**src/rtl/cmw_pkg.sv**
```systemverilog
// cmw_pkg: constants and types shared by the transceiver mode/wake control and its controller end.
// assumes a single 100 MHz clock on both ends.
package cmw_pkg;
	localparam int CLK_NS = 10;
	localparam int CNT_W = 18;

	// transceiver mode field, wake-capable reads 01
	typedef enum logic [1:0] {
		CMW_OFF = 2'h0,
		CMW_WAKE = 2'h1,
		CMW_RXONLY = 2'h2,
		CMW_NORMAL = 2'h3
	} cmw_mode_e;

	// operating mode of the surrounding system chip
	typedef enum logic [2:0] {
		CMW_CHIP_INIT = 3'h0,
		CMW_CHIP_NORMAL = 3'h1,
		CMW_CHIP_STOP = 3'h2,
		CMW_CHIP_SLEEP = 3'h3,
		CMW_CHIP_RESTART = 3'h4,
		CMW_CHIP_FAILSAFE = 3'h5
	} cmw_chip_e;

	// wake pattern detector, gray along the usual path
	typedef enum logic [1:0] {
		CMW_W_IDLE = 2'b00,
		CMW_W_DOM1 = 2'b01,
		CMW_W_REC = 2'b11,
		CMW_W_DOM2 = 2'b10
	} cmw_wk_e;

	// times in ns; least times round up, longest round down
	localparam int EN_TIME_NS = 20000;
	localparam int WAKE_MIN_NS = 500;
	localparam int WAKE_MAX_NS = 1800000;
	localparam int TXTO_NS = 1500000;
	localparam int EN_CYC = (EN_TIME_NS + CLK_NS - 1) / CLK_NS;
	localparam int WAKE_MIN_CYC = (WAKE_MIN_NS + CLK_NS - 1) / CLK_NS;
	localparam int WAKE_MAX_CYC = WAKE_MAX_NS / CLK_NS;
	localparam int TXTO_CYC = (TXTO_NS + CLK_NS - 1) / CLK_NS;
	// controller keeps the transmit line recessive a little past the enable time
	localparam int HOLD_CYC = EN_CYC + 2;

	// controller register map (apb byte addresses)
	localparam logic [11:0] REG_CTRL = 12'h000;
	localparam logic [11:0] REG_CMD = 12'h004;
	localparam logic [11:0] REG_STATUS = 12'h008;
	// ctrl fields
	localparam int CTRL_MODE_LSB = 0;
	localparam int CTRL_WDOG_BIT = 2;
	localparam int CTRL_SUPPLY_BIT = 3;
	// cmd fields, write one to act
	localparam int CMD_APPLY_BIT = 0;
	localparam int CMD_CLR_WAKE_BIT = 1;
	localparam int CMD_CLR_FAIL_BIT = 2;
	localparam int CMD_CLR_INT_BIT = 3;
	// status fields
	localparam int ST_WAKE_BIT = 0;
	localparam int ST_FAIL_BIT = 1;
	localparam int ST_MODE_LSB = 2;
	localparam int ST_RX_BIT = 4;
	localparam int ST_INTN_BIT = 5;
	localparam int ST_SUPPLY_BIT = 6;
	localparam logic [2:0] CTRL_RESET = 3'h0;
endpackage : cmw_pkg

```
**src/rtl/cmw_link_if.sv**
```systemverilog
// cmw_link_if: wires between the transceiver control and its protocol/host controller.
// assumes both ends run on the same pclk.
`timescale 1ns/1ns
`default_nettype none
interface cmw_link_if;
	import cmw_pkg::*;
	logic tx_data_in;
	logic rx_data_out;
	cmw_mode_e mode_req;
	logic mode_wr;
	cmw_mode_e mode_now;
	logic wdog_on_bus_wake;
	logic transceiver_supply;
	logic clr_wake;
	logic clr_fail;
	logic clr_int;
	logic bus_wake_flag;
	logic bus_fail_flag;
	logic int_n;

	modport dev (
		input tx_data_in, mode_req, mode_wr, wdog_on_bus_wake, transceiver_supply,
		input clr_wake, clr_fail, clr_int,
		output rx_data_out, mode_now, bus_wake_flag, bus_fail_flag, int_n
	);
	modport host (
		output tx_data_in, mode_req, mode_wr, wdog_on_bus_wake, transceiver_supply,
		output clr_wake, clr_fail, clr_int,
		input rx_data_out, mode_now, bus_wake_flag, bus_fail_flag, int_n
	);
endinterface : cmw_link_if
`default_nettype wire

```
**src/rtl/cmw_xcvr_ctrl.sv**
```systemverilog
// cmw_xcvr_ctrl: transceiver mode control, enable sequence, wake detection, dominant time-out.
// assumes chip_mode comes from logic on pclk; bus_rx_pin is asynchronous (low = dominant).
`timescale 1ns/1ns
`default_nettype none
// Summary of operation
// - reset to off; off always allowed, ignores wake
// - normal only via write in chip normal
// - normal mode: bus follows transmit input
// - controller holds transmit recessive during enable
// - dominant during enable never driven
// - normal/receive-only: receive output shows bus
// - receive-only: driver off, chip normal/stop
// - wake-capable selectable; forced in fail-safe
// - wake drives receive low until mode change
// - wake pattern: dom, rec, dom within filters
// - mode field keeps wake-capable after wake
// - rearm by toggling mode away and back
// - rearm on entry to stop or fail-safe
// - software selects wake/off before sleep
// - wake in normal/stop: interrupt, flag, receive low
// - no automatic stop to normal after wake
// - wake in stop enables watchdog if optioned
// - wake in sleep requests restart, no interrupt
// - wake in restart/fail-safe requests restart
// - long dominant transmit disables driver, flags
// - driver returns when dominant ends
// - supply on before normal, off in wake
module cmw_xcvr_ctrl
	import cmw_pkg::*;
#(
	parameter int WAKE_MAX_P = WAKE_MAX_CYC,
	parameter int TXTO_P = TXTO_CYC
) (
	// clock and reset
	input wire logic pclk,
	input wire logic presetn,
	// controller side
	cmw_link_if.dev lk,
	// bus side
	input wire logic bus_rx_pin,
	output logic bus_dom_drive,
	// system chip side
	input wire cmw_chip_e chip_mode,
	output logic chip_restart_req,
	output logic wdog_enable_req
);
	localparam logic [CNT_W-1:0] EN_C = CNT_W'(EN_CYC);
	localparam logic [CNT_W-1:0] WMIN_C = CNT_W'(WAKE_MIN_CYC);
	localparam logic [CNT_W-1:0] WMAX_C = CNT_W'(WAKE_MAX_P);
	localparam logic [CNT_W-1:0] TXTO_C = CNT_W'(TXTO_P);

	typedef struct packed {
		logic [1:0] rx_sync;
		cmw_mode_e mode;
		cmw_chip_e chip_q;
		logic armed;
		logic woke;
		logic [CNT_W-1:0] en_cnt;
		logic tx_ok;
		logic [CNT_W-1:0] to_cnt;
		logic to_act;
		cmw_wk_e wst;
		logic [CNT_W-1:0] ph_cnt;
		logic wake_flag;
		logic fail_flag;
		logic int_pend;
		logic restart_req;
		logic wdog_req;
		logic rx_out;
		logic drive;
	} cmw_dev_s;

	localparam cmw_dev_s RST = '{
		rx_sync: 2'h3, mode: CMW_OFF, chip_q: CMW_CHIP_INIT, armed: 1'b1, woke: 1'b0,
		en_cnt: '0, tx_ok: 1'b0, to_cnt: '0, to_act: 1'b0, wst: CMW_W_IDLE, ph_cnt: '0,
		wake_flag: 1'b0, fail_flag: 1'b0, int_pend: 1'b0, restart_req: 1'b0,
		wdog_req: 1'b0, rx_out: 1'b1, drive: 1'b0};

	cmw_dev_s s;
	cmw_dev_s next_s;

	// which transceiver modes each chip mode admits
	function automatic logic mode_allowed(input cmw_mode_e m, input cmw_chip_e c);
		case (m)
			CMW_OFF: mode_allowed = 1'b1;
			CMW_NORMAL: mode_allowed = (c == CMW_CHIP_NORMAL);
			CMW_RXONLY: mode_allowed = (c == CMW_CHIP_NORMAL) || (c == CMW_CHIP_STOP);
			CMW_WAKE: mode_allowed = (c == CMW_CHIP_STOP) || (c == CMW_CHIP_SLEEP) ||
				(c == CMW_CHIP_RESTART) || (c == CMW_CHIP_NORMAL);
			default: mode_allowed = 1'b0;
		endcase
	endfunction : mode_allowed

	always_comb begin
		logic bus_dom;
		logic wake_evt;
		logic ph_ok;
		next_s = s;
		bus_dom = ~s.rx_sync[1];
		wake_evt = 1'b0;
		// counter holds phase length minus one, so both limits stay strict on the length
		ph_ok = (s.ph_cnt >= WMIN_C) && (s.ph_cnt < WMAX_C - 1'b1);
		next_s.rx_sync = {s.rx_sync[0], bus_rx_pin};
		next_s.chip_q = chip_mode;
		next_s.restart_req = 1'b0;
		next_s.wdog_req = 1'b0;

		if (chip_mode != s.chip_q &&
			(chip_mode == CMW_CHIP_STOP || chip_mode == CMW_CHIP_FAILSAFE)) begin
			next_s.armed = 1'b1;
		end
		if (chip_mode == CMW_CHIP_FAILSAFE && s.mode != CMW_WAKE) begin
			next_s.mode = CMW_WAKE;
			next_s.woke = 1'b0;
		end else if (lk.mode_wr && mode_allowed(lk.mode_req, chip_mode)) begin
			if (lk.mode_req != s.mode) begin
				next_s.woke = 1'b0;
				if (s.mode == CMW_WAKE) begin
					next_s.armed = 1'b1;
				end
			end
			if (lk.mode_req == CMW_NORMAL && s.mode != CMW_NORMAL) begin
				next_s.en_cnt = '0;
				next_s.tx_ok = 1'b0;
			end
			next_s.mode = lk.mode_req;
		end

		// enable sequence: a dominant already present is swallowed
		if (s.mode == CMW_NORMAL) begin
			if (s.en_cnt != EN_C) begin
				next_s.en_cnt = s.en_cnt + 1'b1;
			end else if (lk.tx_data_in) begin
				next_s.tx_ok = 1'b1;
			end
		end

		// dominant time-out; mode field untouched so recovery is silent
		if (lk.tx_data_in || s.mode != CMW_NORMAL) begin
			next_s.to_cnt = '0;
			next_s.to_act = 1'b0;
		end else if (s.tx_ok) begin
			if (s.to_cnt != TXTO_C) begin
				next_s.to_cnt = s.to_cnt + 1'b1;
			end else begin
				next_s.to_act = 1'b1;
			end
		end

		// wake pattern detector, only while armed in wake-capable
		case (s.wst)
			CMW_W_IDLE: begin
				next_s.ph_cnt = '0;
				if (bus_dom) begin
					next_s.wst = CMW_W_DOM1;
				end
			end
			CMW_W_DOM1: begin
				if (bus_dom) begin
					next_s.ph_cnt = s.ph_cnt + 1'b1;
					if (s.ph_cnt >= WMAX_C) begin
						next_s.wst = CMW_W_IDLE;
					end
				end else begin
					next_s.ph_cnt = '0;
					next_s.wst = ph_ok ? CMW_W_REC : CMW_W_IDLE;
				end
			end
			CMW_W_REC: begin
				if (!bus_dom) begin
					next_s.ph_cnt = s.ph_cnt + 1'b1;
					if (s.ph_cnt >= WMAX_C) begin
						next_s.wst = CMW_W_IDLE;
					end
				end else begin
					next_s.ph_cnt = '0;
					// a short gap may still open a fresh pattern
					next_s.wst = ph_ok ? CMW_W_DOM2 : CMW_W_DOM1;
				end
			end
			CMW_W_DOM2: begin
				if (bus_dom) begin
					next_s.ph_cnt = s.ph_cnt + 1'b1;
					if (s.ph_cnt >= WMAX_C) begin
						next_s.wst = CMW_W_IDLE;
					end
				end else begin
					next_s.ph_cnt = '0;
					next_s.wst = CMW_W_IDLE;
					wake_evt = ph_ok;
				end
			end
			default: next_s.wst = CMW_W_IDLE;
		endcase
		if (s.mode != CMW_WAKE || !s.armed) begin
			next_s.wst = CMW_W_IDLE;
			wake_evt = 1'b0;
		end

		// clears first so a same-cycle event wins
		if (lk.clr_wake) begin
			next_s.wake_flag = 1'b0;
		end
		if (lk.clr_fail) begin
			next_s.fail_flag = 1'b0;
		end
		if (lk.clr_int) begin
			next_s.int_pend = 1'b0;
		end
		if (next_s.to_act && !s.to_act) begin
			next_s.fail_flag = 1'b1;
		end
		if (wake_evt) begin
			next_s.woke = 1'b1;
			next_s.armed = 1'b0;
			next_s.wake_flag = 1'b1;
			case (chip_mode)
				CMW_CHIP_NORMAL: next_s.int_pend = 1'b1;
				CMW_CHIP_STOP: begin
					next_s.int_pend = 1'b1;
					next_s.wdog_req = lk.wdog_on_bus_wake;
				end
				CMW_CHIP_SLEEP: next_s.restart_req = 1'b1;
				CMW_CHIP_RESTART, CMW_CHIP_FAILSAFE: next_s.restart_req = 1'b1;
				default: next_s.int_pend = s.int_pend;
			endcase
		end

		case (next_s.mode)
			CMW_NORMAL, CMW_RXONLY: next_s.rx_out = s.rx_sync[1];
			CMW_WAKE: next_s.rx_out = ~next_s.woke;
			default: next_s.rx_out = 1'b1;
		endcase
		// no driver without supply, in receive-only or during time-out
		next_s.drive = (next_s.mode == CMW_NORMAL) && next_s.tx_ok && !next_s.to_act &&
			lk.transceiver_supply && !lk.tx_data_in;
	end

	always_ff @(posedge pclk or negedge presetn) begin
		if (!presetn) begin
			s <= RST;
		end else begin
			s <= next_s;
		end
	end

	assign lk.rx_data_out = s.rx_out;
	assign lk.mode_now = s.mode;
	assign lk.bus_wake_flag = s.wake_flag;
	assign lk.bus_fail_flag = s.fail_flag;
	assign lk.int_n = ~s.int_pend;
	assign bus_dom_drive = s.drive;
	assign chip_restart_req = s.restart_req;
	assign wdog_enable_req = s.wdog_req;
endmodule : cmw_xcvr_ctrl
`default_nettype wire

```
**src/flat_wrapper.sv**
```systemverilog
// flat-port wrapper written by rule: the top's interface ports become plain ports
module cmw_xcvr_ctrl_flat import cmw_pkg::*;
#(
	parameter int WAKE_MAX_P = WAKE_MAX_CYC,
	parameter int TXTO_P = TXTO_CYC
)
  (pclk, presetn, bus_rx_pin, bus_dom_drive, chip_mode, chip_restart_req, wdog_enable_req, lk_tx_data_in, lk_mode_req, lk_mode_wr, lk_wdog_on_bus_wake, lk_transceiver_supply, lk_clr_wake, lk_clr_fail, lk_clr_int, lk_rx_data_out, lk_mode_now, lk_bus_wake_flag, lk_bus_fail_flag, lk_int_n);
  cmw_link_if lk_i ();
  input wire logic pclk;
  input wire logic presetn;
  input wire logic bus_rx_pin;
  output logic bus_dom_drive;
  input wire cmw_chip_e chip_mode;
  output logic chip_restart_req;
  output logic wdog_enable_req;
  input wire logic [$bits(lk_i.tx_data_in)-1:0] lk_tx_data_in;
  input wire logic [$bits(lk_i.mode_req)-1:0] lk_mode_req;
  input wire logic [$bits(lk_i.mode_wr)-1:0] lk_mode_wr;
  input wire logic [$bits(lk_i.wdog_on_bus_wake)-1:0] lk_wdog_on_bus_wake;
  input wire logic [$bits(lk_i.transceiver_supply)-1:0] lk_transceiver_supply;
  input wire logic [$bits(lk_i.clr_wake)-1:0] lk_clr_wake;
  input wire logic [$bits(lk_i.clr_fail)-1:0] lk_clr_fail;
  input wire logic [$bits(lk_i.clr_int)-1:0] lk_clr_int;
  output wire logic [$bits(lk_i.rx_data_out)-1:0] lk_rx_data_out;
  output wire logic [$bits(lk_i.mode_now)-1:0] lk_mode_now;
  output wire logic [$bits(lk_i.bus_wake_flag)-1:0] lk_bus_wake_flag;
  output wire logic [$bits(lk_i.bus_fail_flag)-1:0] lk_bus_fail_flag;
  output wire logic [$bits(lk_i.int_n)-1:0] lk_int_n;
  assign lk_i.tx_data_in = lk_tx_data_in;
  assign lk_i.mode_req = lk_mode_req;
  assign lk_i.mode_wr = lk_mode_wr;
  assign lk_i.wdog_on_bus_wake = lk_wdog_on_bus_wake;
  assign lk_i.transceiver_supply = lk_transceiver_supply;
  assign lk_i.clr_wake = lk_clr_wake;
  assign lk_i.clr_fail = lk_clr_fail;
  assign lk_i.clr_int = lk_clr_int;
  assign lk_rx_data_out = lk_i.rx_data_out;
  assign lk_mode_now = lk_i.mode_now;
  assign lk_bus_wake_flag = lk_i.bus_wake_flag;
  assign lk_bus_fail_flag = lk_i.bus_fail_flag;
  assign lk_int_n = lk_i.int_n;
  cmw_xcvr_ctrl #(.WAKE_MAX_P(WAKE_MAX_P), .TXTO_P(TXTO_P)) u_core (.pclk(pclk), .presetn(presetn), .lk(lk_i), .bus_rx_pin(bus_rx_pin), .bus_dom_drive(bus_dom_drive), .chip_mode(chip_mode), .chip_restart_req(chip_restart_req), .wdog_enable_req(wdog_enable_req));
endmodule
```
**config.mk**
```make
export PLATFORM = sky130hd
export DESIGN_NAME = cmw_xcvr_ctrl_flat
export DESIGN_NICKNAME = d
export VERILOG_FILES = /design/src/rtl/cmw_pkg.sv /design/src/rtl/cmw_link_if.sv /design/src/rtl/cmw_xcvr_ctrl.sv /design/src/flat_wrapper.sv
export SDC_FILE = /design/constraint.sdc
export NUM_CORES = 1
export LEC_CHECK = 0
export BUFFER_PORTS_ARGS = -buffer_cell sky130_fd_sc_hd__buf_2
export CAP_MARGIN = 10
export CELL_PAD_IN_SITES_DETAIL_PLACEMENT = 1
export CELL_PAD_IN_SITES_GLOBAL_PLACEMENT = 1
export CORE_ASPECT_RATIO = 0.7
export CORE_MARGIN = 10
export CORE_UTILIZATION = 51
export CTS_CLUSTER_DIAMETER = 150
export CTS_CLUSTER_SIZE = 10
export DETAILED_ROUTE_END_ITERATION = 8
export HOLD_SLACK_MARGIN = 0.1
export PLACE_DENSITY = 0.86
export SKIP_LAST_GASP = 1
export SYNTH_ARGS = -nofsm -noshare
export SYNTH_HDL_FRONTEND = slang
export SYNTH_SLANG_ARGS = --single-unit
```
**constraint.sdc**
```tcl
create_clock -name pclk -period 5.6 [get_ports pclk]
set_input_delay 0.56 -clock pclk [delete_from_list [all_inputs] [get_ports pclk]]
set_output_delay 0.56 -clock pclk [all_outputs]
set_load 0.01 [all_outputs]
```
==> results.py <==
metrics = {
    "floorplanning": {
        "fp-row-count": 26,
        "die_width_um": 125.4,
        "core_um2": 7417,
        "io_pins": 24,
        "die_h_um": 93.80,
        "initial_utilization_pct": 53.49,
        "die_area_um2": 11760,
    },
    "worst_setup_path": {
        "cp_max_fo": 6,
        "cp_cell_sequence": "ha_1, nand4_1, a211oi_1, a211oi_1, nand2_1, nor4_1",
        "slowest_delay_ns": 0.54,
        "start_kind": "flip-flop",
        "cp_top_family": "simple AND/OR/NAND/NOR gates",
        "cp.arrival_ns": 2.47,
        "cpMaxStageDelayCell": "a211oi_1",
        "required_ns": 5.84,
        "critical_path_buf_inv_count": 0,
        "rrSetupSlack_ns": 3.38,
        "critPathMostFrequentCell": "a211oi_1",
        "worstSetupPathType": "reg2reg",
        "endpoint_kind": "flip-flop",
    },
    "synthesis": {
        "syn_nets": 444,
        "synth_top_flop_cell": "dfrtp_1",
        "synthTopCellsByArea": "dfrtp_1, nor2_1, xnor2_1",
        "syn_avg_cell_area_um2": 9.447,
        "syn_area_um2": 3968,
        "synth_edf_count": 0,
        "synthArstFlopShare_pct": 100.0,
        "synth_largest_area_cell": "dfrtp_1",
        "yosysUniqueCellTypes": 60,
        "ys_ff_latch": 74,
        "synthCells": 420,
        "synth_top_area_share_pct": 44.15,
        "ys_seq_area_share_pct": 46.80,
        "yosys_warnings": 0,
    },
    "route": {
        "vias": 3158,
        "drc": 0,
        "ant_nets": 0,
        "drt-initial-drc-count": 169,
        "drt_pass1_iterations": 4,
        "viasPerCell": 5.805,
        "wl_per_cell_um": 18.28,
        "drt-total-wl_um": 9942,
    },
    "timing": {
        "tns_ns": 0,
        "worstMarginPinSlew_ns": 0.9382,
        "maxSlewViolCount": 0,
        "rsz0062_at_grt": "false",
        "finalSetupViolCount": 0,
        "hold_viol": 0,
        "fmax_mhz": 449.5,
        "skew_ns": 0.006819,
        "setup_ws_ns": 3.375,
        "slew_headroom_pct": 37.45,
        "period_share_pct": 39.72,
        "period_needed_ns": 2.225,
    },
    "clock_tree": {
        "cts_sinks": 74,
        "cts_buffer_depth": 2,
        "ctsResizeCount": 0,
        "clock-root-buffer": "clkbuf_8",
        "cts_hold_buf": 0,
        "cts_buffers": 9,
        "tritoncts": "yes",
        "post_cts_buffers": 0,
        "clock_latency_ns": 0.35,
        "htreeDepth": 3,
        "cts.clk_slew.worst_paths_ns": 0.07,
    },
    "placed_design": {
        "io_buffers": 23,
        "dp_cells": 528,
        "place.gp.congestion": 0.8271,
        "hpwl_um": 7169,
        "post-place-ws_ns": 3.032,
    },
    "global_routing": {
        "grt_start_max_net_pins": 75,
        "antenna_found_initial": 0,
        "grt_pass1_vias": 3432,
        "grt_pass1_wl_um": 16950,
        "grt_usage_pct": 17.34,
        "overflow": 0,
    },
    "power": {
        "clkPwrFrac_pct": 30.5,
        "p_switching_mw": 0.3831,
        "p_seq_share_pct": 53.3,
        "p_int_mw": 0.8472,
        "combPwrFrac_pct": 16.2,
        "power.density_nw_per_um2": 285.3,
        "peakVddDrop_v": 0.0001515,
        "p_sw_share_pct": 31.14,
        "p_total_mw": 1.230,
        "power_leakage_nw": 1.783,
    },
    "layout": {
        "antenna_cells": 0,
        "fillerInstances": 853,
        "finalNonFillerCells": 544,
        "nets": 465,
        "layout-drive-gt1-share_pct": 11.43,
        "area_delta_synth_final_pct": 8.672,
    },
    "hold_path": {
        "hold_path_class": "in2reg",
    },
    "run": {
        "cap_violations": 0,
    },
    "run_status": {
        "status": "finished, final reports clean",
    },
}
layer usage:
| layer | global-route usage, % | vias up | part of all wire, % |
|---|---|---|---|
| met1 | 22.18 | 1588 | 49 |
| met3 | 4.174 | 10 | 3.2 |
| met4 | 4.971 | 0 | 0.98 |
| met5 | 0 | - | 0 |
| met2 | 28.68 | 52 | 47 |
| li1 | - | 1508 | - |
synth_stat cells (all sizes together) (5+ instances only):
cell type   n
inv        20
a21oi      21
nor2       60
o21ai      13
dfrtp      70
mux2i       9
nand4      14
buf         7
nor3       10
nor2b       5
xnor2      21
nor4        9
ha          9
a211oi      5
xor2       16
clkbuf      7
nand3      16
nand2      41
or3         7
layout make-up:
| class | count | area, µm² | area share, % |
|---|---|---|---|
| clock buffers | 13 | 158.9 | 3.685 |
| multi-input cells | 311 | 1954 | 45.33 |
| clock inverters | 3 | 15.01 | 0.3482 |
| inverters | 21 | 78.83 | 1.828 |
| well taps | 98 | 122.6 | 2.844 |
| repair buffers | 24 | 125.1 | 2.902 |
| flip-flops and latches | 74 | 1857 | 43.06 |
worst register-to-register path: cells and delay by family (launching register included):
kind,cells,cell delay (ns)
and+or+nand+nor,3,0.82
DFF,1,0.43
AOI/OAI and AO/OA,2,0.62
adders and majority gates,1,0.25
kinds of logic after synthesis:
family	share of synthesized area, %
mux	2.838
xor+xnor	8.168
fa+ha+maj	2.838
compound gates	10.44
simple gates	24.98
buf+inv	3.942
flops	46.80
stage by stage:
step / util, % / hold WS (ns) / instance area [µm²]
5_1_grt: 58.13 / 0.2909 / 4312
3_3_place_gp: 55.79 / 0.3478 / 4138
6_report: 58.13 / 0.3060 / 4312
4_1_cts: 58.13 / 0.2862 / 4312
3_5_place_dp: 55.79 / 0.3535 / 4138
2_1_floorplan: - / 0.2644 / 3968
layout by cell type, fill, tap and decap left out, types with 3 or more instances in the layout:
master	count
nand4_1	13
dfrtp_1	70
dfstp_2	4
nor3_1	10
and4_1	4
a21boi_1	3
clkinv_2	3
xnor2_1	21
nand3_1	16
or4b_1	3
o21ai_0	6
nor2b_1	5
nand4b_1	4
mux2i_1	9
nor4_1	9
and3_1	3
nand2_1	40
ha_1	9
o21ai_1	6
xor2_1	16
or3_1	7
a21oi_1	21
clkbuf_8	11
inv_1	20
a31oi_1	3
nor2_1	59
nor3b_1	4
buf_2	22
a211oi_1	4
state kept, by name, indices dropped and copies added, names as in the netlist:
register	flops
u_core.s	65
u_core.lk.mode_now	2
u_core.bus_dom_drive	1
u_core.chip_restart_req	1
u_core.lk.bus_fail_flag	1
u_core.lk.bus_wake_flag	1
u_core.lk.rx_data_out	1
u_core.next_s	1
u_core.wdog_enable_req	1
power by group through the flow:
stage          clock [mW]  sequential, mW  combinational (mW)
4_1_cts             0.384           0.653               0.202
6_report            0.376           0.655               0.199
5_1_grt             0.411           0.662               0.222
2_1_floorplan           0           0.637               0.151
3_5_place_dp            0           0.661               0.199
3_3_place_gp            0           0.655               0.186
final timing paths:
kind                                          end               from  cells past startpoint
max                        u_core.wdog_enable_req        u_core.s[7]                      6
min                             u_core.next_s[73]         bus_rx_pin                      1
max reg2reg                u_core.wdog_enable_req        u_core.s[7]                      6
min reg2reg                          u_core.s[73]  u_core.next_s[73]                      0
max in group asynchronous            u_core.s[19]            presetn                      1
min in group asynchronous   u_core.lk.mode_now[1]            presetn                      1
No activity file was read; power rests on OpenSTA's default activity.
